<file path="config.mk">
export PLATFORM = sky130hd
export DESIGN_NAME = cafp_top
export DESIGN_NICKNAME = d
export VERILOG_FILES = /design/src/logic/cafp_pkg.sv /design/src/logic/cafp_top.sv
export VERILOG_INCLUDE_DIRS = /design/src /design/src/logic
export SDC_FILE = /design/constraint.sdc
export NUM_CORES = 1
export LEC_CHECK = 0
export BUFFER_PORTS_ARGS = -buffer_cell sky130_fd_sc_hd__buf_2
export CAP_MARGIN = 40
export CORE_UTILIZATION = 59
export CTS_BUF_LIST = sky130_fd_sc_hd__clkbuf_16
export CTS_CLUSTER_DIAMETER = 50
export DETAILED_ROUTE_END_ITERATION = 10
export PLACE_DENSITY = 0.85
export SLEW_MARGIN = 20
export SYNTH_ARGS = -nofsm -noshare
export SYNTH_HDL_FRONTEND = slang
export SYNTH_SLANG_ARGS = --single-unit
</file>
<file path="constraint.sdc">
create_clock -name pclk -period 3.69 [get_ports pclk]
set_clock_uncertainty 0.2 [all_clocks]
set_input_delay 0.369 -clock pclk [delete_from_list [all_inputs] [get_ports pclk]]
set_output_delay 0.369 -clock pclk [all_outputs]
set_load 0.005 [all_outputs]
</file>
<file path="src/logic/cafp_defs.svh">
`ifndef CAFP_DEFS_SVH
`define CAFP_DEFS_SVH
// ----------------------------------------------------------------
// Register byte offsets
// ----------------------------------------------------------------
`define CAFP_OFF_CTRL0     12'h000
`define CAFP_OFF_CTRL1     12'h004
`define CAFP_OFF_BT0       12'h008
`define CAFP_OFF_BT1       12'h00C
`define CAFP_OFF_RXFLAG    12'h010
`define CAFP_OFF_RXIEN     12'h014
`define CAFP_OFF_TXFLAG    12'h018
`define CAFP_OFF_TXIEN     12'h01C
`define CAFP_OFF_AFC       12'h020
`define CAFP_OFF_PATTERN   12'h024
`define CAFP_OFF_MASK      12'h028
`define CAFP_OFF_ERRCNT    12'h02C
// ----------------------------------------------------------------
// Field positions
// ----------------------------------------------------------------
`define CAFP_CTRL0_SRL     0
`define CAFP_CTRL0_SLEEP_ACK   1
`define CAFP_RXF_FULL      0
`define CAFP_RXF_OVR       1
`define CAFP_RXF_BOFF      2
`define CAFP_RXF_TPASS     3
`define CAFP_RXF_RPASS     4
`define CAFP_RXF_TWARN     5
`define CAFP_RXF_RWARN     6
`define CAFP_RXF_WAKE      7
`define CAFP_AFC_MODE_LSB  4
`define CAFP_ERR_TEC_LSB   16
// ----------------------------------------------------------------
// Reset values and limits
// ----------------------------------------------------------------
`define CAFP_RST_CTRL0     8'h01
`define CAFP_RST_BYTE      8'h00
`define CAFP_RST_WORD      32'h0000_0000
`define CAFP_WARN_LIMIT    9'h060
`define CAFP_PASS_LIMIT    9'h07F
`define CAFP_BOFF_LIMIT    9'h0FF
`endif

</file>
<file path="src/logic/cafp_pkg.sv">
package cafp_pkg;
  // ----------------------------------------------------------------
  // Types
  // ----------------------------------------------------------------
  typedef enum logic [1:0] {
    CAFP_MODE_NORMAL = 2'b00,
    CAFP_MODE_SLEEP  = 2'b01,
    CAFP_MODE_SOFT   = 2'b10,
    CAFP_MODE_PDOWN  = 2'b11
  } cafp_mode_t;

  typedef enum logic [1:0] {
    CAFP_FLT_SINGLE = 2'b00,
    CAFP_FLT_DUAL   = 2'b01,
    CAFP_FLT_QUAD   = 2'b10,
    CAFP_FLT_CLOSED = 2'b11
  } cafp_flt_t;

  // Received frame header from the protocol engine
  typedef struct packed {
    logic [28:0] id;   // Standard id in [10:0]
    logic        ide;
    logic        rtr;
    logic        srr;
  } cafp_frame_t;
endpackage : cafp_pkg

</file>
<file path="src/logic/cafp_top.sv">
// Notes on behaviour
// Compare id bits with pattern, skipping bits the mask marks don't care.
// Accepted frame sets rx_full and hit index; lowest filter wins.
// Single mode: one 32-bit filter, extended or standard layout.
// Dual mode: two 16-bit filters on leading id bits plus flags.
// Quad mode: four 8-bit filters on first eight standard id bits.
// Closed mode never loads the foreground buffer nor sets rx_full.
// Transmit request while any enabled buffer is empty.
// rx_full set and receive request right after a good frame.
// Wake request on bus activity only if sleep_ack and enable are 1.
// Warning flags when rx or tx error count reaches 96.
// Passive flags when rx or tx error count exceeds 127.
// Bus-off flag when tx error count exceeds 255.
// Requests stay high while any enabled flag stays set.
// Writing one clears that flag only; others stay.
// Clear is ignored while the setting condition still holds.
// Software avoids read-modify-write set instructions on flags.
// Four requests over eleven masked sources, plus global mask.
// Error counters are read only.
// Config, timing and filter writes only while soft reset is set.
// Transmit pin recessive in sleep, soft reset or power-down.
// Clocks stop except register access; all stop in power-down.
// Mode from cpu stop, sleep_ack and soft_reset_lock.
// Accepted frame with both buffers full is dropped with overrun.
// Background copies to foreground only while rx_full is clear.
// Hit index binary, stable until next accepted message.
`timescale 1ns/1ps
`include "cafp_defs.svh"

module cafp_top (
  input  wire logic               pclk,
  input  wire logic               presetn,
  input  wire logic               psel,
  input  wire logic               penable,
  input  wire logic               pwrite,
  input  wire logic [11:0]        paddr,
  input  wire logic [31:0]        pwdata,
  output logic      [31:0]        prdata,
  output logic                    pready,
  output logic                    pslverr,
  input  wire cafp_pkg::cafp_frame_t rx_frame,
  input  wire logic               rx_frame_ok,
  input  wire logic [2:0]         tx_buf_empty,
  output logic      [2:0]         tx_sched,
  input  wire logic [8:0]         rx_err_cnt,
  input  wire logic [8:0]         tx_err_cnt,
  input  wire logic               sleep_ack,
  input  wire logic               cpu_stop,
  input  wire logic               cpu_int_mask,
  input  wire logic               can_rx,
  input  wire logic               engine_tx,
  output logic                    can_tx,
  output logic                    fg_copy,
  output logic                    core_clk_en,
  output logic                    reg_clk_en,
  output logic      [7:0]         module_ctrl_one,
  output logic      [7:0]         bit_timing_zero,
  output logic      [7:0]         bit_timing_one,
  output logic                    irq_wake,
  output logic                    irq_error,
  output logic                    irq_rx,
  output logic                    irq_tx
);

  // ----------------------------------------------------------------
  // State
  // ----------------------------------------------------------------
  logic                 soft_reset_lock_reg;
  logic [7:0]           ctrl1_reg;
  logic [7:0]           bt0_reg;
  logic [7:0]           bt1_reg;
  logic [7:0]           rx_flag_reg;
  logic [7:0]           rx_flag_next;
  logic [7:0]           rx_ien_reg;
  logic [2:0]           tx_ien_reg;
  logic [2:0]           tx_sched_reg;
  cafp_pkg::cafp_flt_t  flt_mode_reg;
  logic [1:0]           hit_reg;
  logic [1:0]           bg_hit_reg;
  logic                 bg_full_reg;
  logic [31:0]          id_accept_pattern;
  logic [31:0]          id_accept_mask;
  logic [31:0]          prdata_reg;
  logic [5:0]           cond_prev_reg;
  logic                 fg_copy_reg;
  logic [2:0]           rx_sync_reg;
  logic                 rx_level_reg;
  cafp_pkg::cafp_mode_t mode;

  // ----------------------------------------------------------------
  // Bus decode
  // ----------------------------------------------------------------
  wire       wr_en      = psel & penable & pwrite;
  wire       setup_rd   = psel & ~penable & ~pwrite;
  wire       sel_ctrl0  = (paddr == `CAFP_OFF_CTRL0);
  wire       sel_ctrl1  = (paddr == `CAFP_OFF_CTRL1);
  wire       sel_bt0    = (paddr == `CAFP_OFF_BT0);
  wire       sel_bt1    = (paddr == `CAFP_OFF_BT1);
  wire       sel_rxflag = (paddr == `CAFP_OFF_RXFLAG);
  wire       sel_rxien  = (paddr == `CAFP_OFF_RXIEN);
  wire       sel_txflag = (paddr == `CAFP_OFF_TXFLAG);
  wire       sel_txien  = (paddr == `CAFP_OFF_TXIEN);
  wire       sel_afc    = (paddr == `CAFP_OFF_AFC);
  wire       sel_pat    = (paddr == `CAFP_OFF_PATTERN);
  wire       sel_mask   = (paddr == `CAFP_OFF_MASK);
  wire       sel_err    = (paddr == `CAFP_OFF_ERRCNT);
  wire       mapped     = sel_ctrl0 | sel_ctrl1 | sel_bt0 | sel_bt1 | sel_rxflag | sel_rxien
                        | sel_txflag | sel_txien | sel_afc | sel_pat | sel_mask | sel_err;
  // Locked registers accept writes only in soft reset
  wire       cfg_wr     = wr_en & soft_reset_lock_reg;
  wire [7:0] rx_w1c     = (wr_en & sel_rxflag) ? pwdata[7:0] : 8'h00;

  // Answer in the access phase; unmapped addresses get an error
  assign pready  = 1'b1;
  assign pslverr = psel & penable & ~mapped;
  assign prdata  = prdata_reg;

  // ----------------------------------------------------------------
  // Mode selection and pin protection
  // ----------------------------------------------------------------
  // Stop wins, then soft reset, then sleep
  always_comb
  begin
    if (cpu_stop)
      mode = cafp_pkg::CAFP_MODE_PDOWN;
    else if (soft_reset_lock_reg)
      mode = cafp_pkg::CAFP_MODE_SOFT;
    else if (sleep_ack)
      mode = cafp_pkg::CAFP_MODE_SLEEP;
    else
      mode = cafp_pkg::CAFP_MODE_NORMAL;
  end

  wire mode_normal = (mode == cafp_pkg::CAFP_MODE_NORMAL);
  wire mode_sleep  = (mode == cafp_pkg::CAFP_MODE_SLEEP);
  wire mode_pdown  = (mode == cafp_pkg::CAFP_MODE_PDOWN);

  // Recessive level outside normal mode
  assign can_tx      = mode_normal ? engine_tx : 1'b1;
  assign core_clk_en = mode_normal;
  assign reg_clk_en  = ~mode_pdown;

  // ----------------------------------------------------------------
  // Acceptance filter
  // ----------------------------------------------------------------
  // Message word laid out like the filter bank
  wire [31:0] ext_word = {rx_frame.id[28:18], rx_frame.srr, rx_frame.ide, rx_frame.id[17:15],
                          rx_frame.id[14:0], rx_frame.rtr};
  wire [31:0] std_word = {rx_frame.id[10:0], rx_frame.rtr, rx_frame.ide, 19'h0_0000};
  wire [31:0] msg_word = rx_frame.ide ? ext_word : std_word;
  wire [31:0] cmp_ok_32;
  wire [15:0] care16   = rx_frame.ide ? 16'hFFFF : 16'hFFF8;
  wire [31:0] care32   = rx_frame.ide ? 32'hFFFF_FFFF : 32'hFFF8_0000;
  wire [3:0]  hit_q;
  wire [1:0]  hit_d;
  logic [3:0] hit_vec;
  wire [1:0]  hit_idx;

  // Equal or don't care, bit by bit
  assign cmp_ok_32 = ~(msg_word ^ id_accept_pattern) | id_accept_mask;
  wire   hit_s     = &(cmp_ok_32 | ~care32);

  // Dual halves: each half of the bank against the leading 16 bits
  genvar g;
  generate
    for (g = 0; g < 2; g++)
    begin : g_dual
      wire [15:0] ok_h = ~(msg_word[31:16] ^ id_accept_pattern[31-16*g -: 16])
                       | id_accept_mask[31-16*g -: 16];
      assign hit_d[g] = &(ok_h | ~care16);
    end
    // Quad bytes: each byte of the bank against the first eight id bits
    for (g = 0; g < 4; g++)
    begin : g_quad
      wire [7:0] ok_b = ~(msg_word[31:24] ^ id_accept_pattern[31-8*g -: 8])
                      | id_accept_mask[31-8*g -: 8];
      assign hit_q[g] = &ok_b & ~rx_frame.ide;
    end
  endgenerate

  // Hit vector per mode; closed mode gives none
  always_comb
  begin
    unique case (flt_mode_reg)
      cafp_pkg::CAFP_FLT_SINGLE: hit_vec = {3'b000, hit_s};
      cafp_pkg::CAFP_FLT_DUAL:   hit_vec = {2'b00, hit_d};
      cafp_pkg::CAFP_FLT_QUAD:   hit_vec = hit_q;
      cafp_pkg::CAFP_FLT_CLOSED: hit_vec = 4'h0;
    endcase
  end

  // Lowest matching filter, binary coded
  assign hit_idx = hit_vec[0] ? 2'h0 :
                   hit_vec[1] ? 2'h1 :
                   hit_vec[2] ? 2'h2 : 2'h3;

  // ----------------------------------------------------------------
  // Receive buffers
  // ----------------------------------------------------------------
  wire accept  = rx_frame_ok & mode_normal & (|hit_vec);
  wire overrun = accept & bg_full_reg & rx_flag_reg[`CAFP_RXF_FULL];
  // No copy in sleep; software clearing rx_full releases the foreground
  wire copy    = bg_full_reg & ~rx_flag_reg[`CAFP_RXF_FULL] & ~mode_sleep;

  // ----------------------------------------------------------------
  // Error conditions and wake detection
  // ----------------------------------------------------------------
  wire [5:0] cond;
  assign cond[0] = (tx_err_cnt > `CAFP_BOFF_LIMIT);
  assign cond[1] = (tx_err_cnt > `CAFP_PASS_LIMIT);
  assign cond[2] = (rx_err_cnt > `CAFP_PASS_LIMIT);
  assign cond[3] = (tx_err_cnt >= `CAFP_WARN_LIMIT);
  assign cond[4] = (rx_err_cnt >= `CAFP_WARN_LIMIT);
  assign cond[5] = 1'b0;
  wire [5:0] cond_rise = cond & ~cond_prev_reg;

  // Dominant edge on the filtered receive line
  wire rx_agree   = (rx_sync_reg[1] == rx_sync_reg[2]);
  wire rx_fall    = rx_agree & rx_level_reg & ~rx_sync_reg[2];
  wire wake_event = rx_fall & (mode_sleep | mode_pdown) & sleep_ack;

  // ----------------------------------------------------------------
  // Receiver flag register
  // ----------------------------------------------------------------
  wire [7:0] set_ev = {wake_event, cond_rise[4], cond_rise[3], cond_rise[2], cond_rise[1],
                       cond_rise[0], overrun, copy};
  wire [7:0] hold   = {1'b0, cond[4], cond[3], cond[2], cond[1], cond[0], 2'b00};

  // Set beats clear; clear blocked while condition holds
  assign rx_flag_next = set_ev | (rx_flag_reg & ~(rx_w1c & ~hold));

  // ----------------------------------------------------------------
  // Interrupt requests
  // ----------------------------------------------------------------
  wire [7:0] rx_pend = rx_flag_reg & rx_ien_reg;
  wire       gate    = ~cpu_int_mask;
  assign irq_wake  = gate & rx_pend[`CAFP_RXF_WAKE] & sleep_ack;
  assign irq_error = gate & (|rx_pend[6:1]);
  assign irq_rx    = gate & rx_pend[`CAFP_RXF_FULL];
  assign irq_tx    = gate & (|(tx_buf_empty & tx_ien_reg));

  assign tx_sched        = tx_sched_reg;
  assign fg_copy         = fg_copy_reg;
  assign module_ctrl_one = ctrl1_reg;
  assign bit_timing_zero = bt0_reg;
  assign bit_timing_one  = bt1_reg;

  // ----------------------------------------------------------------
  // Read mux, error counters visible but never written
  // ----------------------------------------------------------------
  wire [31:0] rd_afc = {26'h000_0000, flt_mode_reg, 2'b00, hit_reg};
  wire [31:0] rd_err = {7'h00, tx_err_cnt, 7'h00, rx_err_cnt};
  wire [31:0] rd_val =
    sel_ctrl0  ? {30'h0000_0000, sleep_ack, soft_reset_lock_reg} :
    sel_ctrl1  ? {24'h00_0000, ctrl1_reg} :
    sel_bt0    ? {24'h00_0000, bt0_reg} :
    sel_bt1    ? {24'h00_0000, bt1_reg} :
    sel_rxflag ? {24'h00_0000, rx_flag_reg} :
    sel_rxien  ? {24'h00_0000, rx_ien_reg} :
    sel_txflag ? {29'h0000_0000, tx_buf_empty} :
    sel_txien  ? {29'h0000_0000, tx_ien_reg} :
    sel_afc    ? rd_afc :
    sel_pat    ? id_accept_pattern :
    sel_mask   ? id_accept_mask :
    sel_err    ? rd_err : 32'h0000_0000;

  // ----------------------------------------------------------------
  // Bus registers
  // ----------------------------------------------------------------
  // Control and enables
  always_ff @(posedge pclk or negedge presetn)
  begin
    if (!presetn)
    begin
      soft_reset_lock_reg <= 1'b1;
      rx_ien_reg          <= `CAFP_RST_BYTE;
      tx_ien_reg          <= 3'b000;
      prdata_reg          <= `CAFP_RST_WORD;
      tx_sched_reg        <= 3'b000;
    end
    else
    begin
      if (wr_en & sel_ctrl0)
        soft_reset_lock_reg <= pwdata[`CAFP_CTRL0_SRL];
      if (wr_en & sel_rxien)
        rx_ien_reg <= pwdata[7:0];
      if (wr_en & sel_txien)
        tx_ien_reg <= pwdata[2:0];
      if (setup_rd)
        prdata_reg <= rd_val;
      tx_sched_reg <= (wr_en & sel_txflag) ? (pwdata[2:0] & tx_buf_empty) : 3'b000;
    end
  end

  // Locked configuration
  always_ff @(posedge pclk or negedge presetn)
  begin
    if (!presetn)
    begin
      ctrl1_reg         <= `CAFP_RST_BYTE;
      bt0_reg           <= `CAFP_RST_BYTE;
      bt1_reg           <= `CAFP_RST_BYTE;
      flt_mode_reg      <= cafp_pkg::CAFP_FLT_SINGLE;
      id_accept_pattern <= `CAFP_RST_WORD;
      id_accept_mask    <= `CAFP_RST_WORD;
    end
    else
    begin
      if (cfg_wr & sel_ctrl1)
        ctrl1_reg <= pwdata[7:0];
      if (cfg_wr & sel_bt0)
        bt0_reg <= pwdata[7:0];
      if (cfg_wr & sel_bt1)
        bt1_reg <= pwdata[7:0];
      if (cfg_wr & sel_afc)
        flt_mode_reg <= cafp_pkg::cafp_flt_t'(pwdata[`CAFP_AFC_MODE_LSB +: 2]);
      if (cfg_wr & sel_pat)
        id_accept_pattern <= pwdata;
      if (cfg_wr & sel_mask)
        id_accept_mask <= pwdata;
    end
  end

  // ----------------------------------------------------------------
  // Receive state, flags and synchroniser
  // ----------------------------------------------------------------
  // Buffer occupancy and hit index
  always_ff @(posedge pclk or negedge presetn)
  begin
    if (!presetn)
    begin
      bg_full_reg <= 1'b0;
      bg_hit_reg  <= 2'b00;
      hit_reg     <= 2'b00;
      fg_copy_reg <= 1'b0;
    end
    else
    begin
      if (accept & ~overrun)
      begin
        bg_full_reg <= 1'b1;
        bg_hit_reg  <= hit_idx;
      end
      else if (copy)
        bg_full_reg <= 1'b0;
      if (copy)
        hit_reg <= bg_hit_reg;
      fg_copy_reg <= copy;
    end
  end

  // Flags and condition history
  always_ff @(posedge pclk or negedge presetn)
  begin
    if (!presetn)
    begin
      rx_flag_reg   <= `CAFP_RST_BYTE;
      cond_prev_reg <= 6'h00;
    end
    else
    begin
      rx_flag_reg   <= rx_flag_next;
      cond_prev_reg <= cond;
    end
  end

  // Three-stage sync of the bus line
  always_ff @(posedge pclk or negedge presetn)
  begin
    if (!presetn)
    begin
      rx_sync_reg  <= 3'b111;
      rx_level_reg <= 1'b1;
    end
    else
    begin
      rx_sync_reg <= {rx_sync_reg[1:0], can_rx};
      if (rx_agree)
        rx_level_reg <= rx_sync_reg[2];
    end
  end

endmodule : cafp_top

</file>
* After elaboration in Yosys (flattened, before gate mapping)
Index checks and enable logic that the tools add are counted.
** Operators by class
- Order comparisons :: 5
- Equality and inequality tests :: 17
- Muxes and demuxes :: 27
- Bitwise logic cells :: 95
- Reductions and logical operators :: 14
** Operators with widths (count)
- $mux 32 :: 12
- $not 32->32 :: 2
- $or 16x16->16 :: 4
- $or 32x32->32 :: 2
- $eq 12x5->1 const B :: 4
- $eq 12x6->1 const B :: 4
- $not 16->16 :: 3
- $not 8->8 :: 5
- $or 8x8->8 :: 5
- $and 1x1->1 :: 37
- $reduce_and 16->1 :: 2
- $reduce_and 32->1 :: 1
- $reduce_and 8->1 :: 4
- $xor 16x16->16 :: 2
- $xor 32x32->32 :: 1
- $xor 8x8->8 :: 4
- $mux 25 :: 1
- $and 8x8->8 :: 3
- $eq 12x4->1 const B :: 2
- $mux 19 :: 1
- $ge 9x7->1 const B :: 2
- $gt 9x7->1 const B :: 2
- $pmux 4 s4 :: 1
- $eq 12x3->1 const B :: 1
- other kinds (20) :: 53
** Word-level totals
- Register bits after elaboration :: 160
- Output and inout bits :: 69
- Logic and storage cells :: 177

* Depth between registers and ports, before layout
- Depth after elaboration :: 14
- Depth in mapped cells :: 9
- Mapped depth without buffers :: 7

* Worst setup path after synthesis
No wires, ideal clock.
- Kind :: in2reg
- Start point :: input paddr[1]
- End point :: register id_accept_pattern[10]
- Arrival time :: 2.179 ns
- Required time :: 3.365 ns
- Setup slack :: 1.186 ns
- Cell stages on the path :: 7
- Buffers on the path :: 2
- Cell sequence :: nor4_1 -> nand2_1 -> or2_0 -> clkbuf_1 -> nor3_2 -> buf_4 -> mux2_2
** On the way
- Longest elaborated chain between the ends :: 2
** Ends and longest elaborated chain
- from (decl) :: line cafp_top.sv:36 : input wire logic [11:0] paddr,
- $eq 12x6->1 (no source line)
- $and 1x1->1 :: line cafp_top.sv:317 : if (cfg_wr & sel_pat)
- to (signal assigned) :: line cafp_top.sv:304 : id_accept_pattern <= `CAFP_RST_WORD;
- to (signal assigned) :: line cafp_top.sv:318 : id_accept_pattern <= pwdata;
- to (decl) :: line cafp_top.sv:81 : logic [31:0] id_accept_pattern;
Every way passes these cells.
A chain may end at the register's enable or synchronous reset.

* Final worst setup path
- Start point :: input paddr[9]
- End point :: register ctrl1_reg[1] (netlist: module_ctrl_one[1])
** On the way
- Longest elaborated chain between the ends :: 2
** Ends and longest elaborated chain
- $eq 12x3->1 (no source line)
- $and 1x1->1 :: line cafp_top.sv:309 : if (cfg_wr & sel_ctrl1)
- to (signal assigned) :: line cafp_top.sv:300 : ctrl1_reg <= `CAFP_RST_BYTE;
- to (signal assigned) :: line cafp_top.sv:310 : ctrl1_reg <= pwdata[7:0];
- to (decl) :: line cafp_top.sv:69 : logic [7:0] ctrl1_reg;
Every way passes these cells.

==> results.ini <==
[clock_tree]
cts_made_buffers = 17
htree_num_levels = 4
clk_latency_ns = 0.42
total_setup_buffers_inserted_after_cts = 0
cts_sinks = 160
clock_path_buffers = 2
clockRootBuffer = clkbuf_16
cts_tree = done
cts.repair.resized = 0
clk_pin_slew_worst_paths_ns = 0.06

[setup_path]
critical_path_peak_fanout = 12
cp-startpoint = paddr[9]
cp.arrival_ns = 2.88
cp.required_ns = 3.80
r2r-start = id_accept_pattern[16]
critPathKind = in -> reg
cpMaxStageDelayCell = nor3_2
timing.critical_path.to_type = flip-flop
timing.critical_path.slowest_cell_delay_ns = 0.64
crit_chain = buf_2 > nor4_1 > nand2_1 > or3_1 > nor3_2 > mux2_2
ff2ff_setup_slack_ns = 1.01
critical_path_start_type = input port

[logic_synthesis]
synth_ff_type = dfrtp_1
syn_nets = 854
multiplexer_share_of_the_synthesized_area_pct = 20.4
syn_avg_cell_area_um2 = 11.1
synth.yosys.warnings = 0
sequential_share_of_the_synthesized_area_pct = 48.3
synth_simple_gate_area_share_pct = 9.78
synth_top_family_by_area = multiplexers
number_of_instances_in_the_synthesized_netlist = 746
post_synth_num_cell_types = 62
synth_enable_flop_cells = 0
mappedNetlistArea_um2 = 8300
xor_xnor_share_of_the_synthesized_area_pct = 6.44
synth-async-reset-ratio_pct = 100
synth.ff_latch_count = 160
synth_fa_ha_area_share_pct = 0.121
synth_compound_gate_area_share_pct = 12.0

[die]
core_area_um2 = 13500
dieArea_um2 = 14500
die_outline_width_um = 121
number_of_primary_i_o_pins = 177
num_rows = 42
initial_utilization_pct = 61.5
die_height_um = 121

[final_layout]
num_antenna_cells = 0
final_util_pct = 74.9
drive_above_1_share_pct = 37.1
area_growth_syn_to_layout_pct = 21.9
finalNetCount = 1052
final.fill_count = 926

[timing]
max_slew.worst_pin.slew_ns = 0.807
finalSetupViolations = 0
final_total_negative_setup_slack_ns = 0
final_critical_path_required_period_ns = 2.78
grt_setup_unrepaired = no
number_of_pins_exceeding_their_max_slew_limit_in_the_final_report = 0
maxClockFrequency_mhz = 360
maxSlewHeadroom_pct = 46.1
final_hold_viol_count = 0
final_min_period_over_clock_period_pct = 75.3

[pwr]
vdd_ir_drop_max_mv = 0.406
seq_power_share_pct = 48.2
p_clk_share_pct = 41.2
power_switching_uw = 919
cellLeakagePower_uw = 0.00505
internal_power_uw = 2870
switching_share_pct = 24.2
powerDensity_nw_per_um2 = 375
pwr-share-comb_pct = 10.7

[grt]
grt_remaining_overflow = 0
grt_util_all_layers_pct = 34.9
grt_first_pass_wirelength_um = 37900
grt_antenna_before_repair = 0
number_of_global_route_vias_before_repair = 6996
grt_max_degree = 73

[route]
drt-vias-per-instance = 6.22
drt-total-wl_um = 24200
average_wire_per_standard_cell_um = 21.4
drt_drc_violations_left = 0
via_count = 7044
firstDrtPassIters = 6
ant_nets = 0
detail_route.iter0.violations = 737

[min_path]
min-delay-start = pwdata[15]
min_path_type = in -> reg

[placement]
portBuffers = 175
routabilityCongestion = 0.965
dp_hpwl_um = 17200

[status]
run_status = completed

[run]
max-cap-violations = 0

==> synth_stat cells (3+ instances only) <==
master | count | share of area, %
a221o_1 | 4 | 0.48
dfrtp_1 | 155 | 47
a21o_1 | 4 | 0.36
buf_2 | 8 | 0.48
and3b_1 | 3 | 0.32
or3_1 | 3 | 0.23
a21oi_1 | 37 | 2.2
a31oi_1 | 8 | 0.60
nand2b_1 | 4 | 0.30
xor2_1 | 36 | 3.8
nor3_1 | 4 | 0.24
dfstp_2 | 5 | 1.6
mux2i_1 | 21 | 2.5
mux2_2 | 111 | 15
mux4_2 | 3 | 0.81
nor2b_1 | 5 | 0.38
nand2_1 | 45 | 2.0
and3_1 | 3 | 0.23
a221oi_1 | 18 | 1.9
inv_1 | 12 | 0.54
mux2i_2 | 8 | 1.3
nor4_1 | 6 | 0.45
o22a_1 | 3 | 0.32
buf_4 | 4 | 0.36
buf_1 | 3 | 0.14
nand3_1 | 11 | 0.66
o22ai_1 | 26 | 2.0
nor3_2 | 3 | 0.36
o21ai_0 | 33 | 2.0
clkbuf_1 | 21 | 0.95
xnor2_1 | 25 | 2.6
nor2_1 | 71 | 3.2
a22oi_1 | 7 | 0.63
==> power groups by stage <==
stage	combinational, uW	clock, uW	sequential (uW)
2_1_floorplan	179	0	1860
3_3_place_gp	372	0	1850
3_5_place_dp	378	0	1860
4_1_cts	399	1580	1830
5_1_grt	440	1640	1830
6_report	404	1560	1830
==> kinds of logic (layout without fill, tap and decap cells) <==
group	after synthesis	count (layout)
AND/OR/NAND/NOR	172	172
flip-flops	160	160
AO/OA/AOI/OAI	155	155
multiplexers	146	146
XOR/XNOR	61	61
buffers and inverters	50	260
adder cells (fa/ha/maj)	1	1
other	1	1
==> area by class of cell <==
cell class,count,area [um^2],area share [%]
multi-input cells,536,4060,40.2
well taps,176,220,2.18
repair buffers,217,1270,12.5
flip-flops and latches,160,4010,39.6
clock inverters,14,87.6,0.865
inverters,12,45.0,0.445
clock buffers,17,425,4.20
==> worst paths after layout <==
path                                               to  cells past startpoint
worst max-delay path               module_ctrl_one[1]                      6
worst min-delay path            id_accept_pattern[15]                      2
worst max register to register         rx_flag_reg[1]                      7
worst min register to register         rx_sync_reg[1]                      0
max in group asynchronous          id_accept_mask[16]                      3
min in group asynchronous           bit_timing_one[5]                      2
==> critical path, delay by kind of cell <==
family	cells	cell delay, ns
and+or+nand+nor	4	1.98
muxes	1	0.41
buffers and inverters	1	0.10
==> routing by layer <==
layer | vias to the layer above | GRT usage [%] | wire length (um)
met5 | - | 0 | 0
met4 | 0 | 15.0 | 837
met3 | 70 | 6.89 | 1800
met2 | 384 | 59.2 | 12100
met1 | 3481 | 43.3 | 9430
li1 | 3109 | - | -
==> metrics by stage <==
step / hold slack, ns / instance area [um^2] / setup slack (ns) / std cells / total power (uW)
floorplan: -0.127 / 8300 / 1.19 / 746 / 2040
global placement: 0.126 / 9380 / 0.595 / 1078 / 2230
detailed placement: 0.128 / 9380 / 0.510 / 1078 / 2230
CTS: 0.000770 / 10100 / 0.942 / 1132 / 3800
global route: 0.00372 / 10100 / 0.705 / 1132 / 3910
finish: 0.00833 / 10100 / 0.913 / 1132 / 3790
==> placed cells by master (no fill, tap or decap), types with 3 or more instances in the layout <==
cell and n:
mux2i_1 21, a31oi_1 8, dfrtp_1 155, clkinv_1 4
nand3_1 11, mux2i_2 8, dlygate4sd3_1 23, xor2_1 36
a221o_1 4, a21o_1 4, o21ai_0 33, and3b_1 3
a22oi_1 7, mux4_2 3, buf_2 174, clkinv_2 3
nor4_1 6, a21oi_1 37, o22ai_1 26, nor3_1 4
o22a_1 3, nor2_1 69, clkbuf_16 17, and3_1 3
nand2_1 45, dfstp_2 5, inv_1 17, or3_1 3
xnor2_1 25, a221oi_1 18, buf_4 18, nand2b_1 4
nor2b_1 5, nor2_2 3, mux2_2 111
==> timing repair <==
item,CTS,global route
endpoints found under the hold margin,78,0
hold buffers,23,0
endpoints found under the setup margin,0,0
No activity file was read; power rests on OpenSTA's default activity.
